**src/design/prc_regs.vh**
```
/*
 * Register offsets, field positions, reset values and timing counts for the
 * pressure reference conditioning block.
 * Assumes a 32-bit classic Wishbone slave with word-aligned byte addresses.
 */
`ifndef PRC_REGS_VH
`define PRC_REGS_VH

// ----------------------------------------------------------------
// Register byte offsets
// ----------------------------------------------------------------
`define PRC_CTRL_OFS      8'h00
`define PRC_SCALE_OFS     8'h04
`define PRC_BIAS_OFS      8'h08
`define PRC_THRESH_OFS    8'h0C
`define PRC_RAMP_UP_OFS   8'h10
`define PRC_RAMP_DN_OFS   8'h14
`define PRC_STATUS_OFS    8'h18
`define PRC_REF_OFS       8'h1C
`define PRC_LIN_OFS       8'h20
`define PRC_PID_OFS       8'h24

// ----------------------------------------------------------------
// Control register fields
// ----------------------------------------------------------------
`define PRC_CTRL_GRAY     0
`define PRC_CTRL_BUS_SEL  1
`define PRC_CTRL_RAMP_EN  2
`define PRC_CTRL_RAMP_DUAL 3
`define PRC_CTRL_TR_MA    4
`define PRC_CTRL_FAIL_OL  5
`define PRC_CTRL_LIN_EN   6
`define PRC_CTRL_BUS_REF  7
`define PRC_CTRL_SET_LO   8
`define PRC_CTRL_RESET    16'h0010

// ----------------------------------------------------------------
// Reset values and timing
// ----------------------------------------------------------------
`define PRC_SCALE_RESET   16'hFFFF
`define PRC_BIAS_RESET    16'h0000
`define PRC_THRESH_RESET  16'h0000
`define PRC_RAMP_RESET    16'h0001
`define PRC_TRANS_LOW     16'h0CCD
`define PRC_TRANS_HIGH    16'hFD70
`define PRC_TICK_NS       1000
`define PRC_CLK_NS        25
`define PRC_TICK_CYC      ((`PRC_TICK_NS + `PRC_CLK_NS - 1) / `PRC_CLK_NS)
`define PRC_LIN_POINTS    16

`endif

```
**src/design/prc_lin_mem.v**
```verilog
/*
 * Linearization table: sixteen 16-bit breakpoints, registered read port.
 * Assumes a single clock; writes and reads are on the same edge domain.
 */
module prc_lin_mem (
	input  wire        clk_in,
	input  wire        we_in,
	input  wire [3:0]  waddr_in,
	input  wire [15:0] wdata_in,
	input  wire [3:0]  raddr_in,
	output reg  [15:0] rdata_out
);
	reg [15:0] mem [0:15];

	// ----------------------------------------------------------------
	// Write port and registered read
	// ----------------------------------------------------------------
	always @(posedge clk_in) begin
		if (we_in) begin
			mem[waddr_in] <= wdata_in;
		end
		rdata_out <= mem[raddr_in];
	end
endmodule

```
**src/design/prc_top.v**
```verilog
/*
 * Pressure reference conditioning: set select, scale, bias, ramp,
 * linearization and transducer failure reaction, Wishbone registers.
 * Assumes select and enable pins are asynchronous; analog samples arrive
 * already digitised in the clk_in domain.
 */
`include "prc_regs.vh"
module prc_top (
	input  wire        clk_in,
	input  wire        rst_in,
	input  wire [31:0] wb_adr_in,
	input  wire [31:0] wb_dat_in,
	input  wire [3:0]  wb_sel_in,
	input  wire        wb_we_in,
	input  wire        wb_cyc_in,
	input  wire        wb_stb_in,
	output reg  [31:0] wb_dat_out,
	output reg         wb_ack_out,
	input  wire        pid_select_bit0,
	input  wire        pid_select_bit1,
	input  wire        enable_in,
	input  wire [15:0] analog_ref_in,
	input  wire [15:0] transducer_feedback_in,
	input  wire        ext_fault_in,
	output reg  [15:0] current_cmd_out,
	output reg  [15:0] setpoint_out,
	output reg  [1:0]  active_set_out,
	output reg         open_loop_set,
	output reg         fault_n_out
);
	localparam integer TICK_INT = `PRC_TICK_CYC;
	localparam [15:0]  TICK_CYC = TICK_INT[15:0];

	reg  [15:0] ctrl;
	reg  [15:0] scale;
	reg  [15:0] bias;
	reg  [15:0] thresh;
	reg  [15:0] ramp_up;
	reg  [15:0] ramp_dn;
	reg  [15:0] bus_ref;
	reg  [1:0]  s0_meta;
	reg  [1:0]  s0_sync;
	reg  [1:0]  en_meta;
	reg         en_sync;
	reg         sel_valid;
	reg  [15:0] tick_cnt;
	reg         tick;
	reg  [15:0] ramp_val;
	reg         tr_fail;
	reg  [1:0]  pin_set;
	reg  [1:0]  next_set;
	reg  [15:0] ref_src;
	reg  [16:0] biased;
	reg  [15:0] target;
	reg  [31:0] scaled;
	reg  [16:0] step_up;
	reg  [16:0] step_dn;
	reg  [31:0] rd_mux;
	wire        wb_req;
	wire        wb_wr;
	wire [7:0]  wb_ofs;
	wire        lin_we;
	wire [15:0] lin_q;
	wire        cut_current;

	// Bus decode; a request is taken only while ack is low
	assign wb_req = wb_cyc_in & wb_stb_in & ~wb_ack_out;
	assign wb_wr  = wb_req & wb_we_in & wb_sel_in[0] & wb_sel_in[1];
	assign wb_ofs = wb_adr_in[7:0];
	assign lin_we = wb_wr && (wb_ofs == `PRC_LIN_OFS);

	// ----------------------------------------------------------------
	// Linearization table
	// ----------------------------------------------------------------
	// table write path
	prc_lin_mem u_lin (
		.clk_in    (clk_in),
		.we_in     (lin_we),
		.waddr_in  (wb_dat_in[19:16]),
		.wdata_in  (wb_dat_in[15:0]),
		.raddr_in  (target[15:12]),
		.rdata_out (lin_q)
	);

	// ----------------------------------------------------------------
	// Pin synchronisers
	// ----------------------------------------------------------------
	// two-flop select sync
	always @(posedge clk_in) begin
		if (rst_in) begin
			s0_meta   <= 2'h0;
			s0_sync   <= 2'h0;
			en_meta   <= 2'h0;
			en_sync   <= 1'b0;
			sel_valid <= 1'b0;
		end else begin
			s0_meta   <= {pid_select_bit1, pid_select_bit0};
			s0_sync   <= s0_meta;
			en_meta   <= {en_meta[0], enable_in};
			en_sync   <= en_meta[1];
			sel_valid <= 1'b1;
		end
	end

	// ----------------------------------------------------------------
	// Set decode
	// ----------------------------------------------------------------
	always @* begin
		pin_set = s0_sync;
		if (ctrl[`PRC_CTRL_GRAY]) begin
			pin_set = {s0_sync[1], s0_sync[1] ^ s0_sync[0]};
		end
		if (ctrl[`PRC_CTRL_BUS_SEL]) begin
			next_set = ctrl[`PRC_CTRL_SET_LO+1:`PRC_CTRL_SET_LO];
		end else if (sel_valid) begin
			next_set = pin_set;
		end else begin
			next_set = 2'h0;
		end
		if (tr_fail && ctrl[`PRC_CTRL_FAIL_OL]) begin
			next_set = 2'h3;
		end
	end

	// ----------------------------------------------------------------
	// Reference path: source, bias, scale
	// ----------------------------------------------------------------
	always @* begin
		ref_src = ctrl[`PRC_CTRL_BUS_REF] ? bus_ref : analog_ref_in;
		if (ref_src > thresh) begin
			biased = {1'b0, ref_src} + {1'b0, bias};
		end else begin
			biased = {1'b0, ref_src};
		end
		target = biased[16] ? 16'hFFFF : biased[15:0];
		scaled = target * scale;
	end

	// ----------------------------------------------------------------
	// Ramp tick divider
	// ----------------------------------------------------------------
	always @(posedge clk_in) begin
		if (rst_in) begin
			tick_cnt <= 16'h0000;
			tick     <= 1'b0;
		end else if (tick_cnt >= TICK_CYC - 16'h0001) begin
			tick_cnt <= 16'h0000;
			tick     <= 1'b1;
		end else begin
			tick_cnt <= tick_cnt + 16'h0001;
			tick     <= 1'b0;
		end
	end

	// ----------------------------------------------------------------
	// Ramp generator
	// ----------------------------------------------------------------
	// Candidate steps; bit 16 catches a wrap past either end
	always @* begin
		step_up = {1'b0, ramp_val} + {1'b0, ramp_up};
		step_dn = {1'b0, ramp_val} - {1'b0, (ctrl[`PRC_CTRL_RAMP_DUAL] ? ramp_dn : ramp_up)};
	end

	always @(posedge clk_in) begin
		if (rst_in) begin
			ramp_val <= 16'h0000;
		end else if (!ctrl[`PRC_CTRL_RAMP_EN]) begin
			ramp_val <= scaled[31:16];
		end else if (tick) begin
			// stepwise approach
			// Clamped at the target so it never overshoots
			if (ramp_val < scaled[31:16]) begin
				ramp_val <= (step_up[16] || step_up[15:0] > scaled[31:16]) ?
					scaled[31:16] : step_up[15:0];
			end else if (ramp_val > scaled[31:16]) begin
				// A borrow means the step went below zero
				ramp_val <= (step_dn[16] || step_dn[15:0] < scaled[31:16]) ?
					scaled[31:16] : step_dn[15:0];
			end
		end
	end

	// ----------------------------------------------------------------
	// Transducer failure detection
	// ----------------------------------------------------------------
	always @(posedge clk_in) begin
		if (rst_in) begin
			tr_fail <= 1'b0;
		end else begin
			tr_fail <= ctrl[`PRC_CTRL_TR_MA] &&
				((transducer_feedback_in < `PRC_TRANS_LOW) || (transducer_feedback_in > `PRC_TRANS_HIGH));
		end
	end

	assign cut_current = tr_fail && !ctrl[`PRC_CTRL_FAIL_OL];

	// ----------------------------------------------------------------
	// Outputs
	// ----------------------------------------------------------------
	always @(posedge clk_in) begin
		if (rst_in) begin
			current_cmd_out <= 16'h0000;
			setpoint_out    <= 16'h0000;
			active_set_out  <= 2'h0;
			open_loop_set   <= 1'b0;
			fault_n_out     <= 1'b1;
		end else begin
			active_set_out <= next_set;
			open_loop_set  <= (next_set == 2'h3);
			current_cmd_out <= (en_sync && !cut_current) ? ramp_val : 16'h0000;
			setpoint_out <= ctrl[`PRC_CTRL_LIN_EN] ? lin_q : target;
			fault_n_out <= !(tr_fail || ext_fault_in);
		end
	end

	// ----------------------------------------------------------------
	// Wishbone slave
	// ----------------------------------------------------------------
	always @* begin
		case (wb_ofs)
			`PRC_CTRL_OFS:    rd_mux = {16'h0000, ctrl};
			`PRC_SCALE_OFS:   rd_mux = {16'h0000, scale};
			`PRC_BIAS_OFS:    rd_mux = {16'h0000, bias};
			`PRC_THRESH_OFS:  rd_mux = {16'h0000, thresh};
			`PRC_RAMP_UP_OFS: rd_mux = {16'h0000, ramp_up};
			`PRC_RAMP_DN_OFS: rd_mux = {16'h0000, ramp_dn};
			`PRC_STATUS_OFS:  rd_mux = {26'h0, !fault_n_out, tr_fail, open_loop_set, en_sync, active_set_out};
			`PRC_REF_OFS:     rd_mux = {16'h0000, bus_ref};
			`PRC_PID_OFS:     rd_mux = {16'h0000, ramp_val};
			default:          rd_mux = 32'h00000000;
		endcase
	end

	// Writes need both low byte lanes; narrower writes are ignored
	always @(posedge clk_in) begin
		if (rst_in) begin
			ctrl       <= `PRC_CTRL_RESET;
			scale      <= `PRC_SCALE_RESET;
			bias       <= `PRC_BIAS_RESET;
			thresh     <= `PRC_THRESH_RESET;
			ramp_up    <= `PRC_RAMP_RESET;
			ramp_dn    <= `PRC_RAMP_RESET;
			bus_ref    <= 16'h0000;
			wb_ack_out <= 1'b0;
			wb_dat_out <= 32'h00000000;
		end else begin
			wb_ack_out <= wb_req;
			if (wb_req) begin
				wb_dat_out <= rd_mux;
			end
			if (wb_wr) begin
				case (wb_ofs)
					`PRC_CTRL_OFS:    ctrl    <= wb_dat_in[15:0];
					`PRC_SCALE_OFS:   scale   <= wb_dat_in[15:0];
					`PRC_BIAS_OFS:    bias    <= wb_dat_in[15:0];
					`PRC_THRESH_OFS:  thresh  <= wb_dat_in[15:0];
					`PRC_RAMP_UP_OFS: ramp_up <= wb_dat_in[15:0];
					`PRC_RAMP_DN_OFS: ramp_dn <= wb_dat_in[15:0];
					`PRC_REF_OFS:     bus_ref <= wb_dat_in[15:0];
					default:          ;
				endcase
			end
		end
	end
endmodule

```
**config.mk**
```make
export PLATFORM = sky130hd
export DESIGN_NAME = prc_top
export DESIGN_NICKNAME = d
export VERILOG_FILES = /design/src/design/prc_lin_mem.v /design/src/design/prc_top.v
export VERILOG_INCLUDE_DIRS = /design/src /design/src/design
export SDC_FILE = /design/constraint.sdc
export NUM_CORES = 1
export LEC_CHECK = 0
export CELL_PAD_IN_SITES_DETAIL_PLACEMENT = 1
export CELL_PAD_IN_SITES_GLOBAL_PLACEMENT = 2
export CORE_ASPECT_RATIO = 0.9
export CORE_MARGIN = 10
export CORE_UTILIZATION = 38
export CTS_CLUSTER_DIAMETER = 120
export DETAILED_ROUTE_END_ITERATION = 10
export DONT_BUFFER_PORTS = 1
export PLACE_DENSITY_LB_ADDON = 0.1
export SKIP_CTS_REPAIR_TIMING = 1
export SLEW_MARGIN = 20
export SYNTH_ARGS = -nofsm -noshare
export SYNTH_HDL_FRONTEND = slang
export SYNTH_SLANG_ARGS = --single-unit
```
**constraint.sdc**
```tcl
create_clock -name clk_in -period 12.1 [get_ports clk_in]
set_clock_uncertainty 0.05 [all_clocks]
set_input_delay 1.21 -clock clk_in [delete_from_list [all_inputs] [get_ports clk_in]]
set_output_delay 1.21 -clock clk_in [all_outputs]
set_load 0.02 [all_outputs]
```
---- After elaboration in Yosys (flattened, before gate mapping) ----
Memories as Yosys holds them, arrays and structs flattened. A register that Yosys moved wholly into a read port is not among the register bits.
Cells that the tools add are included.
word-level totals
  register bits ........................... 223
  RAM bits ................................ 256
  input port bits ......................... 109
  output and inout port bits .............. 69
  word-level logic and storage cells ...... 101
  memories ................................ 1
memories
  name       words  bits a word  read ports  clocked after Yosys merged registers in  write ports  line              RTL
  u_lin.mem  16     16           1           1                                        1            prc_lin_mem.v:13  reg [15:0] mem [0:15];
cells by class
  add/subtract/negate cells ............... 4
  $mul .................................... 1
  order comparisons ....................... 8
  eq/ne operators ......................... 12
  multiplexer cells ....................... 20
  bitwise operators ....................... 8
  reductions and logical operators ........ 24
operators with widths
  cell                   number
  $mux 16                10
  $pmux 16 s9            1
  $gt 16x16->1           3
  $add 16x16->17         2
  $eq 8x5->1 const B     4
  $lt 16x16->1           2
  $mul 16x16->32         1
  $mux 17                1
  $sub 16x16->17         1
  $add 16x1->16 const B  1
  $eq 8x4->1 const B     2
  $eq 8x6->1 const B     2
  $ge 16x6->1 const B    1
  $gt 16x16->1 const B   1
  $lt 16x12->1 const B   1
  $reduce_and 2->1       8
  $eq 8x3->1 const B     1
  $logic_not 8->1        1
  $mux 2                 3
  $and 1x1->1            5
  $logic_and 1x1->1      5
  $mux 1                 5
  $logic_not 1->1        4
  $logic_or 1x1->1       4
  6 further kinds        8

---- Logic depth before layout (Yosys ltp) ----
Gate-level depths: netlist of run 1.
  depth in word-level cells ............... 12
  mapped depth ............................ 52
  depth with buffers taken out ............ 48

---- Cells and area by module ----
From an unflattened synthesis of run 1, not the netlist that was laid out.
second synthesis, totals
  cell total of the unflattened synthesis .. 2942
  area total of the unflattened synthesis .. 31113.6 sq um
modules (own cells, without submodules)
  module       instances  cells each  area an instance (sq um)  sequential area each (sq um)
  prc_top      1          2510        21071.5                   4144.0
  prc_lin_mem  1          432         10042.1                   8007.7

---- Least setup slack after synthesis of run 1 ----
Ideal clock, no wire load.
  kind .................................... input-to-reg
  start ................................... input analog_ref_in[1]
  end ..................................... register ramp_val[10]
  setup time .............................. 122 ps
  data arrival time ....................... 11681 ps
  required time ........................... 11928 ps
  path slack .............................. 247 ps
  stages .................................. 43
  path buffers ............................ 5
  cells stage by stage .................... mux2_4 > ha_1 > nor2b_1 > o211ai_1 > a2111oi_2 > nor4_2 > or3_1 > clkbuf_1 > o22a_1 > clkbuf_1 > clkbuf_1 > buf_1 > nand2_1 > fa_1 > fa_1 > fa_1 > inv_1 > fa_1 > [... 7 more ...] > clkbuf_1 > a221oi_1 > o21ai_0 > a31oi_1 > xor2_1 > ha_1 > a21o_1 > a21o_1 > a21oi_1 > nand2_1 > a2111o_1 > a221o_1 > o2bb2ai_1 > a21oi_1 > a2111oi_4 > or2_1 > o221a_1 > a221o_1
on the way
  longest elaborated chain between the ends .. 12
  elaborated cells on any way between the ends .. 20
  classes of those cells .................. add/sub: 1; mul: 1; order compare: 5; eq/ne: 1; mux: 9; reduce/logical: 3
ends and longest elaborated chain
  what                                            line                          RTL
  start, declared                                 prc_top.v:22                  input wire [15:0] analog_ref_in,
  $mux 16 *                                       prc_top.v:129                 ref_src = ctrl[`PRC_CTRL_BUS_REF] ? bus_ref : analog_ref_in;
  $add 16x16->17 or $gt 16x16->1 (tied branches)  prc_top.v:131, prc_top.v:130
  $mux 17 *                                       prc_top.v:130                 if (ref_src > thresh) begin
  $mux 16 *                                       prc_top.v:135                 target = biased[16] ? 16'hFFFF : biased[15:0];
  $mul 16x16->32 *                                prc_top.v:136                 scaled = target * scale;
  $lt 16x16->1                                    prc_top.v:177                 ramp_val <= (step_dn[16] || step_dn[15:0] < scaled[31:16]) ?
  $logic_or 1x1->1                                prc_top.v:177
  $mux 16                                         prc_top.v:177
  $mux 16                                         prc_top.v:175                 end else if (ramp_val > scaled[31:16]) begin
  $mux 16                                         prc_top.v:172                 if (ramp_val < scaled[31:16]) begin
  $mux 16                                         prc_top.v:169                 end else if (tick) begin
  $mux 16                                         prc_top.v:167                 end else if (!ctrl[`PRC_CTRL_RAMP_EN]) begin
  end signal, assigned                            prc_top.v:168                 ramp_val <= scaled[31:16];
  end signal, assigned                            prc_top.v:173                 ramp_val <= (step_up[16] || step_up[15:0] > scaled[31:16]) ?
  end signal, assigned                            prc_top.v:177
  end, declared                                   prc_top.v:48                  reg [15:0] ramp_val;
Every way passes the cells marked *; elsewhere a longest branch is shown, timed or not. The select of a mux whose other input is x is not followed.
A chain may end at the register's enable or synchronous reset.

---- Final worst setup path of run 1 ----
  start ................................... register ctrl[7]
  end ..................................... register ramp_val[15]
on the way
  longest elaborated chain between the ends .. 12
  elaborated cells on any way between the ends .. 20
  classes of those cells .................. add/sub: 1; mul: 1; order compare: 5; eq/ne: 1; mux: 9; reduce/logical: 3
ends and longest elaborated chain
  what                                            line                          RTL
  start, declared                                 prc_top.v:34                  reg [15:0] ctrl;
  start signal, assigned                          prc_top.v:237                 ctrl <= `PRC_CTRL_RESET;
  start signal, assigned                          prc_top.v:253                 `PRC_CTRL_OFS: ctrl <= wb_dat_in[15:0];
  $mux 16 *                                       prc_top.v:129
  $add 16x16->17 or $gt 16x16->1 (tied branches)  prc_top.v:131, prc_top.v:130
  $mux 17 *                                       prc_top.v:130
  $mux 16 *                                       prc_top.v:135
  $mul 16x16->32 *                                prc_top.v:136
  $lt 16x16->1                                    prc_top.v:177
  $logic_or 1x1->1                                prc_top.v:177
  $mux 16                                         prc_top.v:177
  $mux 16                                         prc_top.v:175
  $mux 16                                         prc_top.v:172
  $mux 16                                         prc_top.v:169
  $mux 16                                         prc_top.v:167
Marked as above.

==> flow_summary.ini, run 1 <==
[status]
status = completed

[clocking]
path_clk_slew_ns = 0.07
cts_buffer_depth = 3
cts_root_buf = clkbuf_16
clk_latency_ns = 0.63
clock_sinks = 479
cts_buffers = 54
cts_tree = built
cts_max_level = 2

[global_route]
antenna_found_initial = 15
grt_first_pass_wirelength_um = 169000
grt_max_degree = 148
grt_usage = 0.237
grt_pass1_vias = 26600
grt_overflow = 0

[sta]
fin_tns_setup_ns = 0
fmax_mhz = 85.7
setup_viol = 0
period_needed_ns = 11.67
relSlewSlack = 0.273
worst_pin_slew_ns = 1.09
hold_viol_final = 0
fin_crit_sh = 0.965
slew_violations = 0

[route]
drc = 0
vias = 24900
routed_wl_um = 113000
wl_per_cell_um = 25.2
dr.first_iter.drc_count = 1808
drtAntennaViolNets = 0
dr.pass1.iters = 7
via_per_inst = 5.54

[yosys]
yosysMostFrequentCell = nand2_1
synth_top_area_share = 0.246
synth_area_leader_cell = edfxtp_1
avgSynthCellArea_sq_um = 9.68
syn_area_sq_um = 31300
syn_inst = 3232
synthTopCellsByCount = 617 x nand2_1, 292 x inv_1, 256 x edfxtp_1
ys_warn_count = 0
ys_top_cells_by_area = edfxtp_1 25%, dfxtp_1 14%, fa_1 13%
ys_types = 97
synth_flop_cell = edfxtp_1
async_flop_share = 0
synth_edf_count = 256
yosysSeqAreaShare = 0.388
yosys_register_bits = 479

[setup_path]
critPathSlowestCell = fa_1
critPathRequiredTime_ns = 12.57
rrSetupSlack_ns = 0.43
crit_fanout = 10
path_class = register to register
cpMostUsedCell = buf_4
rr_worst_depth = 49
crit_arrival_ns = 12.14
critical-path-max-stage-delay_ns = 0.52
cp-start-kind = register
crit_path_end_kind = register

[layout]
drive_gt1_frac = 0.122
largest_reg_flops = 256
fillers = 9114
area_growth_syn_to_layout_pct = 15.0
layout.nets = 3883
final_util = 0.442
final_cells = 4487
regMostFlops = u_lin.mem

[die]
start_util = 0.384
fp.dieH_um = 292
fp.dieArea_sq_um = 94200
fp.dieW_um = 322
rows = 99
num_io_pins = 178
core_sq_um = 81400

[min_path]
hold_depth = 1
min_path_type = register to register

[placement]
gp_congestion = 0.886
dpl.cell_count = 4375
hpwl_um = 83600
portBuffers = 0

[run]
drv_cap = 0
cell type report:
| type | instances | area, sq um | area share |
|---|---|---|---|
| antenna | 5 | 12.5 | 0.000348 |
| clock buffer | 73 | 1450 | 0.0404 |
| clock inverter | 28 | 288 | 0.00800 |
| inverter | 295 | 1110 | 0.0308 |
| multi-input combinational | 2313 | 17700 | 0.493 |
| sequential | 479 | 12200 | 0.338 |
| tap | 1060 | 1330 | 0.0369 |
| timing repair buffer | 234 | 1890 | 0.0526 |
critical path: cells and delay by family, from the launching register on:
family,cells,cell delay (ns)
adders and majority gates,9,3.84
AOI/OAI and AO/OA,11,2.52
and+or+nand+nor,13,2.36
buffers and inverters,14,1.89
muxes,1,0.39
DFF,1,0.36
xor gates and xnor gates,1,0.14
through the flow:
stage | hold WS (ns) | setup slack (ns) | area, sq um
after floorplan | 0.363 | 0.247 | 31400
after global placement | 0.375 | -0.715 | 33900
after detailed placement | 0.387 | -0.875 | 33900
after CTS | 0.395 | -0.264 | 35700
after global routing | 0.399 | -0.0273 | 36000
final | 0.389 | 0.427 | 36000
kinds of logic after synthesis:
family | synth area share
other | 0.000120
AND/OR/NAND/NOR | 0.175
multiplexers | 0.0351
XOR/XNOR | 0.0195
AO/OA/AOI/OAI | 0.118
buffers and inverters | 0.0581
adder cells (fa/ha/maj) | 0.206
flip-flops | 0.388
worst paths after layout:
| kind | startpoint | end |
|---|---|---|
| worst min-delay path | en_meta[0]$_SDFF_PP0_ | en_meta[1]$_SDFF_PP0_ |
| worst max register to register | ctrl[7]$_SDFFE_PP0P_ | ramp_val[15]$_SDFFE_PP0P_ |
| worst max-delay path | ctrl[7]$_SDFFE_PP0P_ | ramp_val[15]$_SDFFE_PP0P_ |
| worst min register to register | en_meta[0]$_SDFF_PP0_ | en_meta[1]$_SDFF_PP0_ |
metal layers:
layer / GRT usage / vias to the layer above / share of wire
li1: - / 11400 / -
met1: 0.341 / 12700 / 0.47
met2: 0.372 / 627 / 0.44
met3: 0.0364 / 135 / 0.061
met4: 0.0523 / 8 / 0.020
met5: 0 / - / 0.00040
cell usage in the layout (no fill, tap or decap), types with 54 or more instances in the layout:
master,instances
nand2_1,616
inv_1,292
edfxtp_1,256
dfxtp_1,222
buf_4,221
ha_1,198
fa_1,194
a21oi_1,152
nand3_1,143
and2_1,136
nor2_1,125
mux2i_1,88
clkbuf_16,54
Power of run 1 is not shown: default switching activity piles up to over one toggle a cycle in this logic, so the estimate is an artifact.
==> inputs of run 2 (changes only) <==
--- a/config.mk
+++ b/config.mk
@@ -14,6 +14,7 @@
 export CTS_CLUSTER_DIAMETER = 120
 export DETAILED_ROUTE_END_ITERATION = 10
 export DONT_BUFFER_PORTS = 1
+export MAX_ROUTING_LAYER = met4
 export PLACE_DENSITY_LB_ADDON = 0.1
 export SKIP_CTS_REPAIR_TIMING = 1
 export SLEW_MARGIN = 20
==> run 2 against run 1 <==
  * Wire length up 0.36%
  * Core utilization increased by 0.18 points
  * Non-clock buffer count grew 1
  * Critical path depth down 4
  * Global-route usage is 0.85 points higher
  * Setup slack better by 0.019 ns
  * Sequential share of layout area fell by 0.14 points
  * Flip-flop and latch count stayed put
  * Via count rose by 0.53%
  * Hold slack improved by 0.0057 ns
  * Count of clock-buffer cells in the layout grew 1
  * First-iteration DRC count rose by 11%
  * Critical endpoint is now ramp_val[10]$_SDFFE_PP0P_
  * Largest cell class unchanged
==> flow_summary.ini, run 2 (synthesis gave the netlist of run 1 again) <==
[status]
status = completed

[sta]
rsz0062_at_grt = no
hold_viol_final = 0
worst_pin_slew_ns = 1.13
period_needed_ns = 11.65
slew_violations = 0
setup_viol = 0
fin_crit_sh = 0.963
fmax_mhz = 85.8
relSlewSlack = 0.248

[setup_path]
critical-path-max-stage-delay_ns = 0.54
crit_arrival_ns = 12.17
cp-start-kind = register
critPathSlowestCell = fa_1
rrSetupSlack_ns = 0.45
rr_worst_depth = 45
crit_fanout = 10
r2r-end = ramp_val[10]$_SDFFE_PP0P_
cpMostUsedCell = buf_4
setup.worst_path.start = ctrl[7]$_SDFFE_PP0P_
critPathRequiredTime_ns = 12.61
path_class = register to register
reg2reg_from = ctrl[7]$_SDFFE_PP0P_
crit_path_end_kind = register

[clocking]
cts_max_level = 2
clock_sinks = 479
cts_root_buf = clkbuf_16
clk_latency_ns = 0.68
cts_tree = built
path_clk_slew_ns = 0.06
cts_buffer_depth = 3
cts_buffers = 56

[layout]
final_common_cell = nand2_1
area_growth_syn_to_layout_pct = 15.5
layout.nets = 3886
final_util = 0.444
drive_gt1_frac = 0.126
fin_area_sq_um = 36100
largest_reg_flops = 256
seqCellArea_sq_um = 12200
multi_input_area_sq_um = 17800
final_cell_mix = 616 x nand2_1, 292 x inv_1, 256 x edfxtp_1
fillers = 9158
regMostFlops = u_lin.mem

[die]
start_util = 0.384
rows = 99
fp.dieW_um = 322
fp.dieH_um = 292
core_sq_um = 81400
num_io_pins = 178
fp.dieArea_sq_um = 94200

[placement]
hpwl_um = 83600
dpl_cell_area_sq_um = 34000
gp_congestion = 0.925
portBuffers = 0

[min_path]
min-delay-start = tick_cnt[0]$_SDFF_PP0_
hold_depth = 1
min_path_type = register to register
holdPathEnd = tick_cnt[0]$_SDFF_PP0_

[route]
dr.first_iter.drc_count = 2011
wl_per_cell_um = 25.3
drc = 0
drtAntennaViolNets = 0
dr.pass1.iters = 6
vias = 25000
via_per_inst = 5.57
routed_wl_um = 114000

[global_route]
grt_max_degree = 148
antenna_found_initial = 13
grt_first_pass_wirelength_um = 170000
grt_overflow = 0
grt_usage = 0.246
grt_pass1_vias = 26400

[run]
drv_cap = 0
## run 2: cell type report
class | instances | area share
diodes | 8 | 0.000554
clock buffers | 74 | 0.0435
clock inverters | 27 | 0.00700
inverters | 295 | 0.0307
multi-input cells | 2313 | 0.492
flip-flops and latches | 479 | 0.336
well taps | 1060 | 0.0367
repair buffers | 235 | 0.0526
## run 2: worst max-delay path by stage
stage / endpoint / slack, ns / cells past startpoint
finish: ramp_val[10]$_SDFFE_PP0P_ / 0.45 / 45
global route: ramp_val[10]$_SDFFE_PP0P_ / 0.003 / 48
CTS: ramp_val[5]$_SDFFE_PP0P_ / -0.25 / 40
detailed placement: ramp_val[5]$_SDFFE_PP0P_ / -0.85 / 39
global placement: ramp_val[6]$_SDFFE_PP0P_ / -0.76 / 40
floorplan: ramp_val[10]$_SDFFE_PP0P_ / 0.25 / 43
## run 2: layer usage
metal	track usage	wire length [um]	vias to the layer above	share of wire
met1	0.346	53500	12800	0.47
met3	0.0335	7290	129	0.064
met4	0.0490	2120	0	0.019
met5	-	0	-	0
li1	-	-	11400	-
met2	0.375	50600	696	0.45
## run 2: per-stage QoR
stage	worst slack, ns	instances	setup TNS, ns	hold WS, ns
after detailed placement	-0.854	4378	-12.66	0.383
after floorplan	0.247	3257	0	0.363
after global placement	-0.756	4378	-11.29	0.373
after CTS	-0.249	4479	-2.97	0.394
after global routing	0.00287	4487	0	0.409
final	0.447	4491	0	0.395
## run 2: critical path: cells and delay by family, from the launching register on
family / cells / cell delay (ns)
fa+ha+maj: 9 / 3.77
compound gates: 13 / 3.11
simple gates: 9 / 2.04
buf+inv: 12 / 1.67
mux: 1 / 0.40
flops: 1 / 0.34
xor+xnor: 1 / 0.15
Power of run 2 is left out for the same reason.
